===== src/cit_pkg.sv =====
// package of timing constants and encodings for the instruction timing model
`default_nettype none
package cit_pkg;
   localparam int CLK_PERIOD_NS = 4;
   // operation classes
   typedef enum logic [4:0] {
      CIT_OP_SHIFT1     = 5'h00,
      CIT_OP_SHIFTCNT   = 5'h01,
      CIT_OP_ALU        = 5'h02,
      CIT_OP_REPEAT     = 5'h03,
      CIT_OP_RETURN     = 5'h04,
      CIT_OP_STEP_TRAP  = 5'h05,
      CIT_OP_SEGMENT    = 5'h06,
      CIT_OP_SCAN       = 5'h07,
      CIT_OP_STORE      = 5'h08,
      CIT_OP_EXCHANGE   = 5'h09,
      CIT_OP_TRANSLATE  = 5'h0a,
      CIT_OP_SETFLAG    = 5'h0b
   } cit_op_e;
   // operand forms
   typedef enum logic [2:0] {
      CIT_FORM_REG_REG  = 3'h0,
      CIT_FORM_REG_MEM  = 3'h1,
      CIT_FORM_MEM_REG  = 3'h2,
      CIT_FORM_ACC_IMM  = 3'h3,
      CIT_FORM_REG_IMM  = 3'h4,
      CIT_FORM_MEM_IMM  = 3'h5,
      CIT_FORM_ACC_REG  = 3'h6
   } cit_form_e;
   localparam logic [7:0] CIT_SHIFT1_REG       = 8'h02;
   localparam logic [7:0] CIT_SHIFT1_MEM       = 8'h0f;
   localparam logic [7:0] CIT_SHIFTCNT_REG     = 8'h08;
   localparam logic [7:0] CIT_SHIFTCNT_MEM     = 8'h14;
   localparam logic [7:0] CIT_PER_BIT          = 8'h04;
   localparam logic [7:0] CIT_ALU_RR           = 8'h03;
   localparam logic [7:0] CIT_ALU_RM           = 8'h09;
   localparam logic [7:0] CIT_ALU_MR           = 8'h10;
   localparam logic [7:0] CIT_ALU_IMM          = 8'h04;
   localparam logic [7:0] CIT_ALU_MI           = 8'h11;
   localparam logic [7:0] CIT_PREFIX           = 8'h02;
   localparam logic [7:0] CIT_RET_NEAR         = 8'h08;
   localparam logic [7:0] CIT_RET_NEAR_ADJ     = 8'h0c;
   localparam logic [7:0] CIT_RET_FAR          = 8'h12;
   localparam logic [7:0] CIT_RET_FAR_ADJ      = 8'h11;
   localparam logic [7:0] CIT_STEP_TRAP        = 8'h32;
   localparam logic [3:0] CIT_STEP_XFERS       = 4'h5;
   localparam logic [7:0] CIT_SCAN_ONCE        = 8'h0f;
   localparam logic [7:0] CIT_STORE_ONCE       = 8'h0b;
   localparam logic [7:0] CIT_REP_BASE         = 8'h09;
   localparam logic [7:0] CIT_SCAN_PER_REP     = 8'h0f;
   localparam logic [7:0] CIT_STORE_PER_REP    = 8'h0a;
   localparam logic [7:0] CIT_EXCHANGE_OP_ACC         = 8'h03;
   localparam logic [7:0] CIT_EXCHANGE_OP_RR          = 8'h04;
   localparam logic [7:0] CIT_EXCHANGE_OP_MEM         = 8'h11;
   localparam logic [7:0] CIT_TRANSLATE        = 8'h0b;
   localparam logic [7:0] CIT_SETFLAG          = 8'h02;
   localparam logic [7:0] CIT_WORD_PENALTY     = 8'h04;
   localparam int         CIT_SEG_SHIFT        = 4;
endpackage : cit_pkg
`default_nettype wire


===== src/cit_base_rom.sv =====
// base clock and transfer table per operation class and operand form
`timescale 1ns/1ps
`default_nettype none
module cit_base_rom
(
   // lookup key
   input  wire logic [4:0]  op,
   input  wire logic [2:0]  form,
   input  wire logic        far_ret,
   input  wire logic        adjust,
   input  wire logic        repeated,
   // lookup result
   output logic      [7:0]  base_clocks,
   output logic      [7:0]  per_unit,
   output logic      [3:0]  xfers,
   output logic             xfer_per_unit,
   output logic             mem_operand,
   output logic             imm_operand
);
   always_comb
   begin
      base_clocks   = 8'h00;
      per_unit      = 8'h00;
      xfers         = 4'h0;
      xfer_per_unit = 1'b0;
      mem_operand   = 1'b0;
      imm_operand   = 1'b0;
      case (op)
         cit_pkg::CIT_OP_SHIFT1:
         begin
            mem_operand = (form != cit_pkg::CIT_FORM_REG_REG);
            base_clocks = mem_operand ? cit_pkg::CIT_SHIFT1_MEM : cit_pkg::CIT_SHIFT1_REG;
            xfers       = mem_operand ? 4'h2 : 4'h0;
         end
         cit_pkg::CIT_OP_SHIFTCNT:
         begin
            mem_operand = (form != cit_pkg::CIT_FORM_REG_REG);
            base_clocks = mem_operand ? cit_pkg::CIT_SHIFTCNT_MEM : cit_pkg::CIT_SHIFTCNT_REG;
            per_unit    = cit_pkg::CIT_PER_BIT;
            xfers       = mem_operand ? 4'h2 : 4'h0;
         end
         cit_pkg::CIT_OP_ALU, cit_pkg::CIT_OP_EXCHANGE:
         begin
            case (form)
               cit_pkg::CIT_FORM_REG_REG:
               begin
                  base_clocks = (op == cit_pkg::CIT_OP_ALU) ? cit_pkg::CIT_ALU_RR : cit_pkg::CIT_EXCHANGE_OP_RR;
               end
               cit_pkg::CIT_FORM_REG_MEM:
               begin
                  mem_operand = 1'b1;
                  base_clocks = (op == cit_pkg::CIT_OP_ALU) ? cit_pkg::CIT_ALU_RM : cit_pkg::CIT_EXCHANGE_OP_MEM;
                  xfers       = (op == cit_pkg::CIT_OP_ALU) ? 4'h1 : 4'h2;
               end
               cit_pkg::CIT_FORM_MEM_REG:
               begin
                  mem_operand = 1'b1;
                  base_clocks = (op == cit_pkg::CIT_OP_ALU) ? cit_pkg::CIT_ALU_MR : cit_pkg::CIT_EXCHANGE_OP_MEM;
                  xfers       = 4'h2;
               end
               cit_pkg::CIT_FORM_ACC_IMM, cit_pkg::CIT_FORM_REG_IMM:
               begin
                  imm_operand = (op == cit_pkg::CIT_OP_ALU);
                  base_clocks = (op == cit_pkg::CIT_OP_ALU) ? cit_pkg::CIT_ALU_IMM : cit_pkg::CIT_EXCHANGE_OP_RR;
               end
               cit_pkg::CIT_FORM_MEM_IMM:
               begin
                  mem_operand = 1'b1;
                  imm_operand = (op == cit_pkg::CIT_OP_ALU);
                  base_clocks = (op == cit_pkg::CIT_OP_ALU) ? cit_pkg::CIT_ALU_MI : cit_pkg::CIT_EXCHANGE_OP_MEM;
                  xfers       = 4'h2;
               end
               cit_pkg::CIT_FORM_ACC_REG:
               begin
                  base_clocks = (op == cit_pkg::CIT_OP_ALU) ? cit_pkg::CIT_ALU_RR : cit_pkg::CIT_EXCHANGE_OP_ACC;
               end
               default:
               begin
                  base_clocks = cit_pkg::CIT_ALU_RR;
               end
            endcase
         end
         cit_pkg::CIT_OP_REPEAT, cit_pkg::CIT_OP_SEGMENT:
         begin
            base_clocks = cit_pkg::CIT_PREFIX;
         end
         cit_pkg::CIT_OP_RETURN:
         begin
            if (far_ret)
               base_clocks = adjust ? cit_pkg::CIT_RET_FAR_ADJ : cit_pkg::CIT_RET_FAR;
            else
               base_clocks = adjust ? cit_pkg::CIT_RET_NEAR_ADJ : cit_pkg::CIT_RET_NEAR;
            xfers = far_ret ? 4'h2 : 4'h1;
         end
         cit_pkg::CIT_OP_STEP_TRAP:
         begin
            base_clocks = cit_pkg::CIT_STEP_TRAP;
            xfers       = cit_pkg::CIT_STEP_XFERS;
         end
         cit_pkg::CIT_OP_SCAN:
         begin
            base_clocks   = repeated ? cit_pkg::CIT_REP_BASE : cit_pkg::CIT_SCAN_ONCE;
            per_unit      = repeated ? cit_pkg::CIT_SCAN_PER_REP : 8'h00;
            xfers         = repeated ? 4'h0 : 4'h1;
            xfer_per_unit = repeated;
         end
         cit_pkg::CIT_OP_STORE:
         begin
            base_clocks   = repeated ? cit_pkg::CIT_REP_BASE : cit_pkg::CIT_STORE_ONCE;
            per_unit      = repeated ? cit_pkg::CIT_STORE_PER_REP : 8'h00;
            xfers         = repeated ? 4'h0 : 4'h1;
            xfer_per_unit = repeated;
         end
         cit_pkg::CIT_OP_TRANSLATE:
         begin
            base_clocks = cit_pkg::CIT_TRANSLATE;
            xfers       = 4'h1;
            mem_operand = 1'b1;
         end
         cit_pkg::CIT_OP_SETFLAG:
         begin
            base_clocks = cit_pkg::CIT_SETFLAG;
         end
         default:
         begin
            base_clocks = 8'h00;
         end
      endcase
   end
endmodule : cit_base_rom
`default_nettype wire


===== src/cit_addr_gen.sv =====
// physical address former: shifted segment plus effective address
`timescale 1ns/1ps
`default_nettype none
module cit_addr_gen
(
   // operands
   input  wire logic [15:0] segment,
   input  wire logic [15:0] eff_addr,
   // result
   output logic      [19:0] phys_addr
);
   // unsigned 16-bit offset, wraps inside 20 bits
   assign phys_addr = {segment, 4'h0} + {4'h0, eff_addr};
endmodule : cit_addr_gen
`default_nettype wire


===== src/cit_timing.sv =====
// instruction timing model: totals clocks and counts bus transfers per instruction
// Contract
// - wide-bus variant adds four clocks per odd-addressed word transfer
// - narrow-bus variant adds four clocks per word transfer, any alignment
// - register-only instructions run internally and start no bus cycle
// - immediate operands are eight or sixteen bits wide
// - immediates come from the instruction queue without a bus cycle
// - an immediate may only be a source, never a destination
// - counted shift: 8 plus 4 per bit, memory 20 plus address plus 4 per bit
// - subtract and xor: 3, 9, 16, 4, 17 clocks by operand form
// - each repeat prefix is one byte costing 2 clocks
// - return costs 8, 12, 18 or 17 clocks by form
// - single-step trap costs 50 clocks and 5 transfers
// - segment override prefix is one byte costing 2 clocks
// - scan string 15 once, or 9 plus 15 per repetition
// - store string 11 once, or 9 plus 10 per repetition
// - translate is one byte, 11 clocks, one transfer
// - set carry, direction, interrupt flag: one byte, 2 clocks, no transfer
// - effective address is an unsigned 16-bit offset into the segment
// - physical address is shifted segment plus offset, 20 bits wide
`timescale 1ns/1ps
`default_nettype none
module cit_timing
#(
   parameter bit NARROW_BUS = 1'b0
)
(
   // clock and reset
   input  wire logic        ref_clk,
   input  wire logic        rst,
   // instruction request
   input  wire logic        req_valid,
   input  wire logic [4:0]  req_op,
   input  wire logic [2:0]  req_form,
   input  wire logic        req_far,
   input  wire logic        req_adjust,
   input  wire logic        req_word,
   input  wire logic        req_imm16,
   input  wire logic [7:0]  req_prefix_count,
   input  wire logic        req_repeated,
   input  wire logic [7:0]  req_units,
   input  wire logic [7:0]  req_ea_clocks,
   input  wire logic [15:0] req_eff_addr,
   input  wire logic [15:0] req_segment,
   input  wire logic        req_imm_dest,
   // result
   output logic             res_valid,
   output logic [15:0]      res_clocks,
   output logic [11:0]      res_xfers,
   output logic [19:0]      res_phys_addr,
   output logic             res_bus_used,
   output logic [4:0]       res_imm_bytes,
   output logic             res_illegal
);
   logic [7:0]  base_clocks;
   logic [7:0]  per_unit;
   logic [3:0]  xfers;
   logic        xfer_per_unit;
   logic        mem_operand;
   logic        imm_operand;
   logic [19:0] phys_addr;
   logic [11:0] next_xfers;
   logic [15:0] next_clocks;
   logic [15:0] penalty;
   logic        penalised;
   logic        next_illegal;

   cit_base_rom cit_base_rom_inst
   (
      .op            (req_op),
      .form          (req_form),
      .far_ret       (req_far),
      .adjust        (req_adjust),
      .repeated      (req_repeated),
      .base_clocks   (base_clocks),
      .per_unit      (per_unit),
      .xfers         (xfers),
      .xfer_per_unit (xfer_per_unit),
      .mem_operand   (mem_operand),
      .imm_operand   (imm_operand)
   );

   cit_addr_gen cit_addr_gen_inst
   (
      .segment   (req_segment),
      .eff_addr  (req_eff_addr),
      .phys_addr (phys_addr)
   );

   always_comb
   begin
      next_xfers = xfer_per_unit ? {4'h0, req_units} : {8'h00, xfers};
      // word penalty: narrow bus always, wide bus only on odd address
      penalised = req_word && (NARROW_BUS || req_eff_addr[0]);
      penalty = penalised ? (16'(cit_pkg::CIT_WORD_PENALTY) * 16'(next_xfers)) : 16'h0000;
      next_clocks = 16'(req_prefix_count) * 16'(cit_pkg::CIT_PREFIX)
                  + 16'(base_clocks)
                  + (mem_operand ? 16'(req_ea_clocks) : 16'h0000)
                  + 16'(per_unit) * 16'(req_units)
                  + penalty;
      // immediate as destination has no encoding
      next_illegal = req_imm_dest;
   end

   always_ff @(posedge ref_clk or posedge rst)
   begin
      if (rst)
         res_valid <= 1'b0;
      else
         res_valid <= req_valid;
   end

   always_ff @(posedge ref_clk or posedge rst)
   begin
      if (rst)
      begin
         res_clocks    <= 16'h0000;
         res_xfers     <= 12'h000;
         res_phys_addr <= 20'h00000;
         res_bus_used  <= 1'b0;
         res_imm_bytes <= 5'h00;
         res_illegal   <= 1'b0;
      end
      else if (req_valid)
      begin
         res_clocks    <= next_clocks;
         res_xfers     <= next_xfers;
         // register and immediate operands never reach the bus
         res_phys_addr <= mem_operand ? phys_addr : 20'h00000;
         res_bus_used  <= (next_xfers != 12'h000);
         res_imm_bytes <= imm_operand ? (req_imm16 ? 5'h02 : 5'h01) : 5'h00;
         res_illegal   <= next_illegal;
      end
   end

   property p_reg_no_bus;
      @(posedge ref_clk) disable iff (rst)
      (req_valid && req_op == 5'(cit_pkg::CIT_OP_ALU) && req_form == 3'(cit_pkg::CIT_FORM_REG_REG))
      |=> !res_bus_used && res_xfers == 12'h000;
   endproperty
   a_reg_no_bus: assert property (p_reg_no_bus) else $error("register form used bus");

   property p_shift1_reg;
      @(posedge ref_clk) disable iff (rst)
      (req_valid && req_op == 5'(cit_pkg::CIT_OP_SHIFT1) && req_form == 3'(cit_pkg::CIT_FORM_REG_REG)
       && req_prefix_count == 8'h00 && req_units == 8'h00)
      |=> res_clocks == 16'h0002;
   endproperty
   a_shift1_reg: assert property (p_shift1_reg) else $error("single shift not 2 clocks");

   property p_shiftcnt_reg;
      @(posedge ref_clk) disable iff (rst)
      (req_valid && req_op == 5'(cit_pkg::CIT_OP_SHIFTCNT) && req_form == 3'(cit_pkg::CIT_FORM_REG_REG)
       && req_prefix_count == 8'h00 && req_units == 8'h03)
      |=> res_clocks == 16'h0014;
   endproperty
   a_shiftcnt_reg: assert property (p_shiftcnt_reg) else $error("counted shift wrong");

   property p_trap;
      @(posedge ref_clk) disable iff (rst)
      (req_valid && req_op == 5'(cit_pkg::CIT_OP_STEP_TRAP) && req_prefix_count == 8'h00
       && !req_word && req_units == 8'h00)
      |=> res_clocks == 16'h0032 && res_xfers == 12'h005;
   endproperty
   a_trap: assert property (p_trap) else $error("trap cost wrong");

   property p_scan_rep;
      @(posedge ref_clk) disable iff (rst)
      (req_valid && req_op == 5'(cit_pkg::CIT_OP_SCAN) && req_repeated && req_prefix_count == 8'h00
       && !req_word && req_units == 8'h02)
      |=> res_clocks == 16'h0027 && res_xfers == 12'h002;
   endproperty
   a_scan_rep: assert property (p_scan_rep) else $error("repeated scan wrong");

   property p_narrow_penalty;
      @(posedge ref_clk) disable iff (rst)
      (req_valid && req_op == 5'(cit_pkg::CIT_OP_TRANSLATE) && req_word && req_prefix_count == 8'h00
       && req_units == 8'h00 && req_ea_clocks == 8'h00 && (NARROW_BUS || req_eff_addr[0]))
      |=> res_clocks == 16'h000f;
   endproperty
   a_narrow_penalty: assert property (p_narrow_penalty) else $error("word penalty missing");

   property p_even_no_penalty;
      @(posedge ref_clk) disable iff (rst)
      (req_valid && !NARROW_BUS && req_op == 5'(cit_pkg::CIT_OP_TRANSLATE) && req_word
       && !req_eff_addr[0] && req_prefix_count == 8'h00 && req_units == 8'h00 && req_ea_clocks == 8'h00)
      |=> res_clocks == 16'h000b;
   endproperty
   a_even_no_penalty: assert property (p_even_no_penalty) else $error("even word penalised");

   property p_prefix_sum;
      @(posedge ref_clk) disable iff (rst)
      (req_valid && req_op == 5'(cit_pkg::CIT_OP_SETFLAG) && req_prefix_count == 8'h02 && req_units == 8'h00)
      |=> res_clocks == 16'h0006 && !res_bus_used;
   endproperty
   a_prefix_sum: assert property (p_prefix_sum) else $error("prefix total wrong");

   property p_phys;
      @(posedge ref_clk) disable iff (rst)
      (req_valid && req_op == 5'(cit_pkg::CIT_OP_TRANSLATE))
      |=> res_phys_addr == ($past(req_segment) * 20'h00010 + 20'($past(req_eff_addr)));
   endproperty
   a_phys: assert property (p_phys) else $error("physical address wrong");

   property p_valid_follows;
      @(posedge ref_clk) disable iff (rst)
      req_valid |=> res_valid;
   endproperty
   a_valid_follows: assert property (p_valid_follows) else $error("result not one cycle later");

   c_ret_far: cover property (@(posedge ref_clk) disable iff (rst)
      req_valid && req_op == 5'(cit_pkg::CIT_OP_RETURN) && req_far);
   c_store_rep: cover property (@(posedge ref_clk) disable iff (rst)
      req_valid && req_op == 5'(cit_pkg::CIT_OP_STORE) && req_repeated);
   c_exchange_op_mem: cover property (@(posedge ref_clk) disable iff (rst)
      req_valid && req_op == 5'(cit_pkg::CIT_OP_EXCHANGE) && req_form == 3'(cit_pkg::CIT_FORM_MEM_REG));
endmodule : cit_timing
`default_nettype wire


===== config.mk =====
export PLATFORM = sky130hd
export DESIGN_NAME = cit_timing
export DESIGN_NICKNAME = d
export VERILOG_FILES = /design/src/cit_pkg.sv /design/src/cit_base_rom.sv /design/src/cit_addr_gen.sv /design/src/cit_timing.sv
export SDC_FILE = /design/constraint.sdc
export NUM_CORES = 1
export LEC_CHECK = 0
export BUFFER_PORTS_ARGS = -buffer_cell sky130_fd_sc_hd__clkbuf_2
export CORE_MARGIN = 2
export CORE_UTILIZATION = 57
export DETAILED_ROUTE_END_ITERATION = 7
export GPL_TIMING_DRIVEN = 1
export PLACE_DENSITY = 0.82
export SLEW_MARGIN = 10
export SYNTH_ARGS = -nofsm -noshare
export SYNTH_HDL_FRONTEND = slang
export SYNTH_HIERARCHICAL = 1
export SYNTH_SLANG_ARGS = --single-unit
export TNS_END_PERCENT = 100

===== constraint.sdc =====
create_clock -name ref_clk -period 1.95 [get_ports ref_clk]
set_input_delay 0.39 -clock ref_clk [delete_from_list [all_inputs] [get_ports ref_clk]]
set_output_delay 0.39 -clock ref_clk [all_outputs]
set_load 0.03 [all_outputs]

# Word level (Yosys, flattened, before mapping)
# Index checks and enable logic that the tools add are counted.
# word_totals
mem_count	0
latch_bits	0
inputBits	73
mem_bits_rw	0
reg_bits	56
rom_bits	0
# op_classes
shift	0
n_reduce_logical	13
n_div	0
mul	1
n_bitwise	0
eq_ne	16
add_sub_neg	5
n_lt_le_gt_ge	0
muxes	32
# ops
op	count
8-bit one-hot mux with 9 select lines	1
8-bit one-hot mux with 5 select lines	1
8-bit 2-to-1 mux	3
4-bit one-hot mux with 6 select lines	1
20-bit by 16-bit adder with 20-bit output	1
5-bit by 3-bit == test with 1-bit output, second input constant	4
5-bit by 4-bit == test with 1-bit output, second input constant	4
20-bit 2-to-1 mux	1
11-bit by 16-bit adder with 16-bit output	1
16-bit by 10-bit adder with 16-bit output	1
8-bit by 8-bit multiplier with 16-bit output	1
2-bit 2-to-1 mux	7
4-bit 2-to-1 mux	3
4-bit one-hot mux with 3 select lines	1
12-bit nonzero test	1
10-bit by 8-bit adder with 11-bit output	1
9-bit by 8-bit adder with 10-bit output	1
5-bit by 2-bit == test with 1-bit output, second input constant	2
10-bit 2-to-1 mux	1
5-bit 2-to-1 mux	2
2-bit OR reduction	5
3-bit 2-to-1 mux	3
3-bit OR reduction	3
4-bit one-hot mux with 2 select lines	1
10 further kinds	17

# Depth between registers and ports, before layout
# logic_depth
depth_word	8
mapped_depth	22
mapped_depth_nobuf	21

# Modules after synthesis
# Netlist, hierarchy kept.
# modules_own_cells
module	seq_area_each_um2	cells_per_inst	area_per_inst_um2	instances
cit_timing	1226.2	502	5046.1	1
cit_addr_gen	0.0	110	838.3	1
cit_base_rom	0.0	92	551.8	1

# Least setup slack after synthesis
# No wires, ideal clock.
# synth_path
kind	input port to flip-flop
start	in req_op[1]
end	reg res_clocks[12]
path_slack_ns	-3.635
path_buffers	2
arrival_ns	5.460
stages	20
required_time_ns	1.825
cell_sequence	clkbuf_1 -> and3_1 -> a31oi_1 -> nor3_1 -> buf_4 -> nand2_1 -> fa_1 -> fa_1 -> fa_1 -> inv_1 -> fa_1 -> inv_1 -> fa_1 -> inv_1 -> ha_1 -> a21oi_2 -> o221ai_2 -> a211o_1 -> xor2_1 -> mux2_4
# synth_via
elab_cells_between_ends	35
cone_classes	add/sub: 4; mul: 1; eq/ne: 11; mux: 14; reduce/logical: 5
# synth_rtl
element	line_no	rtl
start, declared	cit_timing.sv:33	input wire logic [4:0] req_op,
5-bit by 4-bit == test with 1-bit output, or another cell as far along	cit_base_rom.sv:28	case (op)
4-bit one-hot mux with 3 select lines (*)	cit_base_rom.sv:28	
named net per_unit[1]	cit_timing.sv:56	logic [7:0] per_unit;
8-bit by 8-bit multiplier with 16-bit output (*)	cit_timing.sv:99	+ 16'(per_unit) * 16'(req_units)
11-bit by 16-bit adder with 16-bit output (*)	cit_timing.sv:99	
16-bit by 10-bit adder with 16-bit output (*)	cit_timing.sv:100	+ penalty;
end signal, assigned	cit_timing.sv:126	res_clocks <= next_clocks;
end, declared	cit_timing.sv:48	output logic [15:0] res_clocks,
# Mark *: on every way through the listed nets, which the timed path passes. The rest lies on a longest branch.
# A chain may end at the register's enable or synchronous reset.

# Worst setup path after layout
# layout_path
start	in req_op[3]
end	reg res_clocks[10]
# layout_via
elab_cells_between_ends	35
cone_classes	add/sub: 4; mul: 1; eq/ne: 11; mux: 14; reduce/logical: 5
# layout_rtl
element	line_no	rtl
5-bit by 2-bit == test with 1-bit output	cit_base_rom.sv:28, cit_base_rom.sv:53	
2-bit 2-to-1 mux	cit_base_rom.sv:53	xfers = (op == cit_pkg::CIT_OP_ALU) ? 4'h1 : 4'h2;
4-bit one-hot mux with 2 select lines	cit_base_rom.sv:44	case (form)
4-bit one-hot mux with 6 select lines (*)	cit_base_rom.sv:28	
named net xfers[1]	cit_timing.sv:57	logic [3:0] xfers;
8-bit 2-to-1 mux (*)	cit_timing.sv:92	next_xfers = xfer_per_unit ? {4'h0, req_units} : {8'h00, xfers};
10-bit 2-to-1 mux (*)	cit_timing.sv:95	penalty = penalised ? (16'(cit_pkg::CIT_WORD_PENALTY) * 16'(next_xfers)) : 16'h0000;
16-bit by 10-bit adder with 16-bit output (*)	cit_timing.sv:100	
# Marked as above.

==> impl_metrics.py <==
metrics = {
    "synthesis": {
        "yosysWarnings": 6,
        "syn_area_um2": 6440,
        "postSynthCellCount": 704,
        "synth-main-ff-cell": "dfrtp_1",
        "ys_ff_latch": 49,
        "avgSynthCellArea_um2": 9.14,
        "synth_seq_area_share": 0.191,
        "yosysUniqueCellTypes": 72,
        "async_reset_ff_frac": 1.00,
        "synth_enable_flop_cells": 0,
    },
    "sta": {
        "finalSetupViolCount": 14,
        "clock_skew_ps": 0,
        "rsz0062_at_grt": "true",
        "setup_ws_ps": -3260,
        "min_period_ps": 5210,
        "finalCritPeriodShare": 2.67,
        "slew_viol_final": 0,
        "finalHoldViolations": 0,
        "max_freq_mhz": 192,
    },
    "global_routing": {
        "overflow": 0,
        "grt_max_degree": 50,
        "grt_pass1_wl_um": 30900,
        "antenna_found_initial": 0,
        "grt_usage": 0.330,
        "grt_pass1_vias": 6349,
    },
    "clock_tree": {
        "postCtsHoldBufs": 0,
        "clock_path_buffers": 2,
        "htreeDepth": 2,
        "clock_latency_ps": 310,
        "numClockSinks": 49,
        "cts_inserted_buffers": 5,
        "path_clk_slew_ps": 80,
        "cts_tree": "built",
        "root_buffer": "clkbuf_16",
    },
    "layout": {
        "num_antenna_cells": 0,
        "final_cell_mix": "buf_4, clkbuf_2, inv_1",
        "nets": 1137,
        "area_growth_pct": 37.3,
        "fin_cells": 1079,
        "drive_gt1_frac": 0.404,
        "mostFrequentLayoutCell": "buf_4",
    },
    "power_and_ir_drop": {
        "peakVddDrop_uv": 670,
        "p_per_area_nw_per_um2": 766,
        "finalPower_mw": 6.77,
        "leakage_nw": 4.54,
    },
    "placement": {
        "place_congestion": 0.945,
        "dp.cells": 1040,
        "numPortBuffers": 121,
        "place_hpwl_um": 14100,
    },
    "status": {
        "violations": "setup timing",
        "status": "finished with violations",
    },
    "floorplanning": {
        "start_util": 0.589,
        "io_pins": 129,
        "die_height_um": 110,
        "die_area_um2": 12200,
        "rows": 38,
        "core_um2": 10900,
        "chipWidth_um": 110,
    },
    "worst_setup_path": {
        "worstPathCellList": "buf_8 -> or3b_4 -> o311a_1 -> o21ai_2 -> nand3_1 -> mux2i_1 -> nor2_1 -> fa_1 -> fa_1 -> inv_2 -> fa_1 -> inv_1 -> fa_2 -> fa_2 -> a21oi_4 -> o221ai_2 -> buf_4 -> a21oi_4 -> xnor2_2 -> mux2_4",
        "r2r_setup_slack_ps": 1140,
        "arrival_ps": 5390,
        "criticalPathCategory": "input port to flop",
        "start_kind": "input port",
        "cpMostUsedCell": "fa_1",
        "worstPathRequired_ps": 2130,
        "cpPeakStageDelay_ps": 550,
        "critPathCaptureType": "flop",
        "cp_slowest_cell": "fa_1",
        "cp_max_fo": 3,
    },
    "routing": {
        "num_vias": 6221,
        "firstDrtPassIters": 5,
        "routedWlPerCell_um": 18.6,
        "antenna_left": 0,
        "drt_iter0_markers": 514,
        "wirelength_um": 20000,
        "drc": 0,
        "vias_per_cell": 5.77,
    },
    "flow_run": {
        "maxCapViolCount": 0,
    },
    "hold_path": {
        "hold_class": "input port to async pin",
    },
}
==> state kept, by name, indices dropped and copies added, names as in the netlist <==
signal and flops:
res_bus_used 1, res_illegal 1, res_xfers 8, res_imm_bytes 2
res_clocks 16, res_valid 1, res_phys_addr 20
==> worst paths after layout <==
check | end | cells past startpoint | from
min in group ref_clk | res_imm_bytes[0] | 2 | req_imm16
worst min register to register | res_imm_bytes[1] | 1 | res_imm_bytes[1]
max in group asynchronous | res_clocks[12] | 3 | rst
worst max register to register | res_clocks[3] | 1 | res_clocks[3]
worst min-delay path | res_imm_bytes[1] | 3 | rst
worst max-delay path | res_clocks[10] | 20 | req_op[3]
==> area by class of cell <==
type / count / area (µm²)
clock inverter: 3 / 33.8
multi-input combinational: 518 / 5110
clock buffer: 5 / 125
fill: 646 / 2100
timing repair buffer: 263 / 1790
sequential: 49 / 1230
tap: 140 / 175
inverter: 101 / 379
==> report_power, final <==
group          switching [mW]  internal [mW]  leakage [nW]
Clock                   0.456          0.493        0.0767
Combinational            2.47           2.03          3.83
Sequential              0.132           1.19         0.633
Total                    3.06           3.71          4.54
==> logic make-up (layout without fill, tap and decap cells) <==
family / count (synthesis) / count (layout) / share of synthesized area
AND/OR/NAND/NOR: 219 / 219 / 0.182
buffers and inverters: 149 / 372 / 0.103
adder cells (fa/ha/maj): 126 / 126 / 0.323
AO/OA/AOI/OAI: 126 / 126 / 0.150
flip-flops: 49 / 49 / 0.191
XOR/XNOR: 18 / 18 / 0.0245
multiplexers: 15 / 15 / 0.0262
other: 2 / 14 / 0.00117
==> repair_timing <==
item / CTS / global route
buffers inserted: 24 / 17
setup endpoints to repair: 34 / 36
resized for setup: 54 / 49
pin swaps: 26 / 27
==> Yosys cell counts, drive strengths merged (6+ instances only) <==
cell,number,area share
and3,10,0.0099
a31oi,6,0.0058
dfrtp,49,0.19
a22o,21,0.029
or3,6,0.0058
o21ai,21,0.019
nor3,11,0.0093
nand2,58,0.034
nand3,20,0.016
a21oi,36,0.036
nor3b,6,0.0078
ha,59,0.11
fa,67,0.21
clkbuf,22,0.014
and2,45,0.044
xnor2,13,0.018
nor2,29,0.017
nor4,6,0.0058
inv,101,0.059
mux2,12,0.022
buf,26,0.029
==> metal layers <==
metal	vias up	track usage	part of all wire
li1	2802	-	-
met1	3035	0.427	0.40
met2	322	0.570	0.50
met3	62	0.0517	0.074
met4	0	0.104	0.029
met5	-	0	0
==> stage by stage <==
stage               setup WS, ps  cell area (µm²)  setup TNS [ps]  hold WS (ps)  utilization
floorplan                  -3210             6720          -35120           421            -
global route               -3380             8840          -38160           127        0.808
global placement           -3400             8020          -45300           434        0.733
detailed placement         -3500             8020          -46620           445        0.733
finish                     -3260             8840          -36710           108        0.808
CTS                        -3150             8620          -35800           116        0.788
==> worst max-delay path: cells and delay by family <==
kind / cells / cell delay, ps
adder cells (fa/ha/maj): 5 / 2440
AND/OR/NAND/NOR: 3 / 620
multiplexers: 2 / 460
buffers and inverters: 4 / 380
XOR/XNOR: 1 / 110
AO/OA/AOI/OAI: 5 / 990
Power figures use the tool's default switching activity.
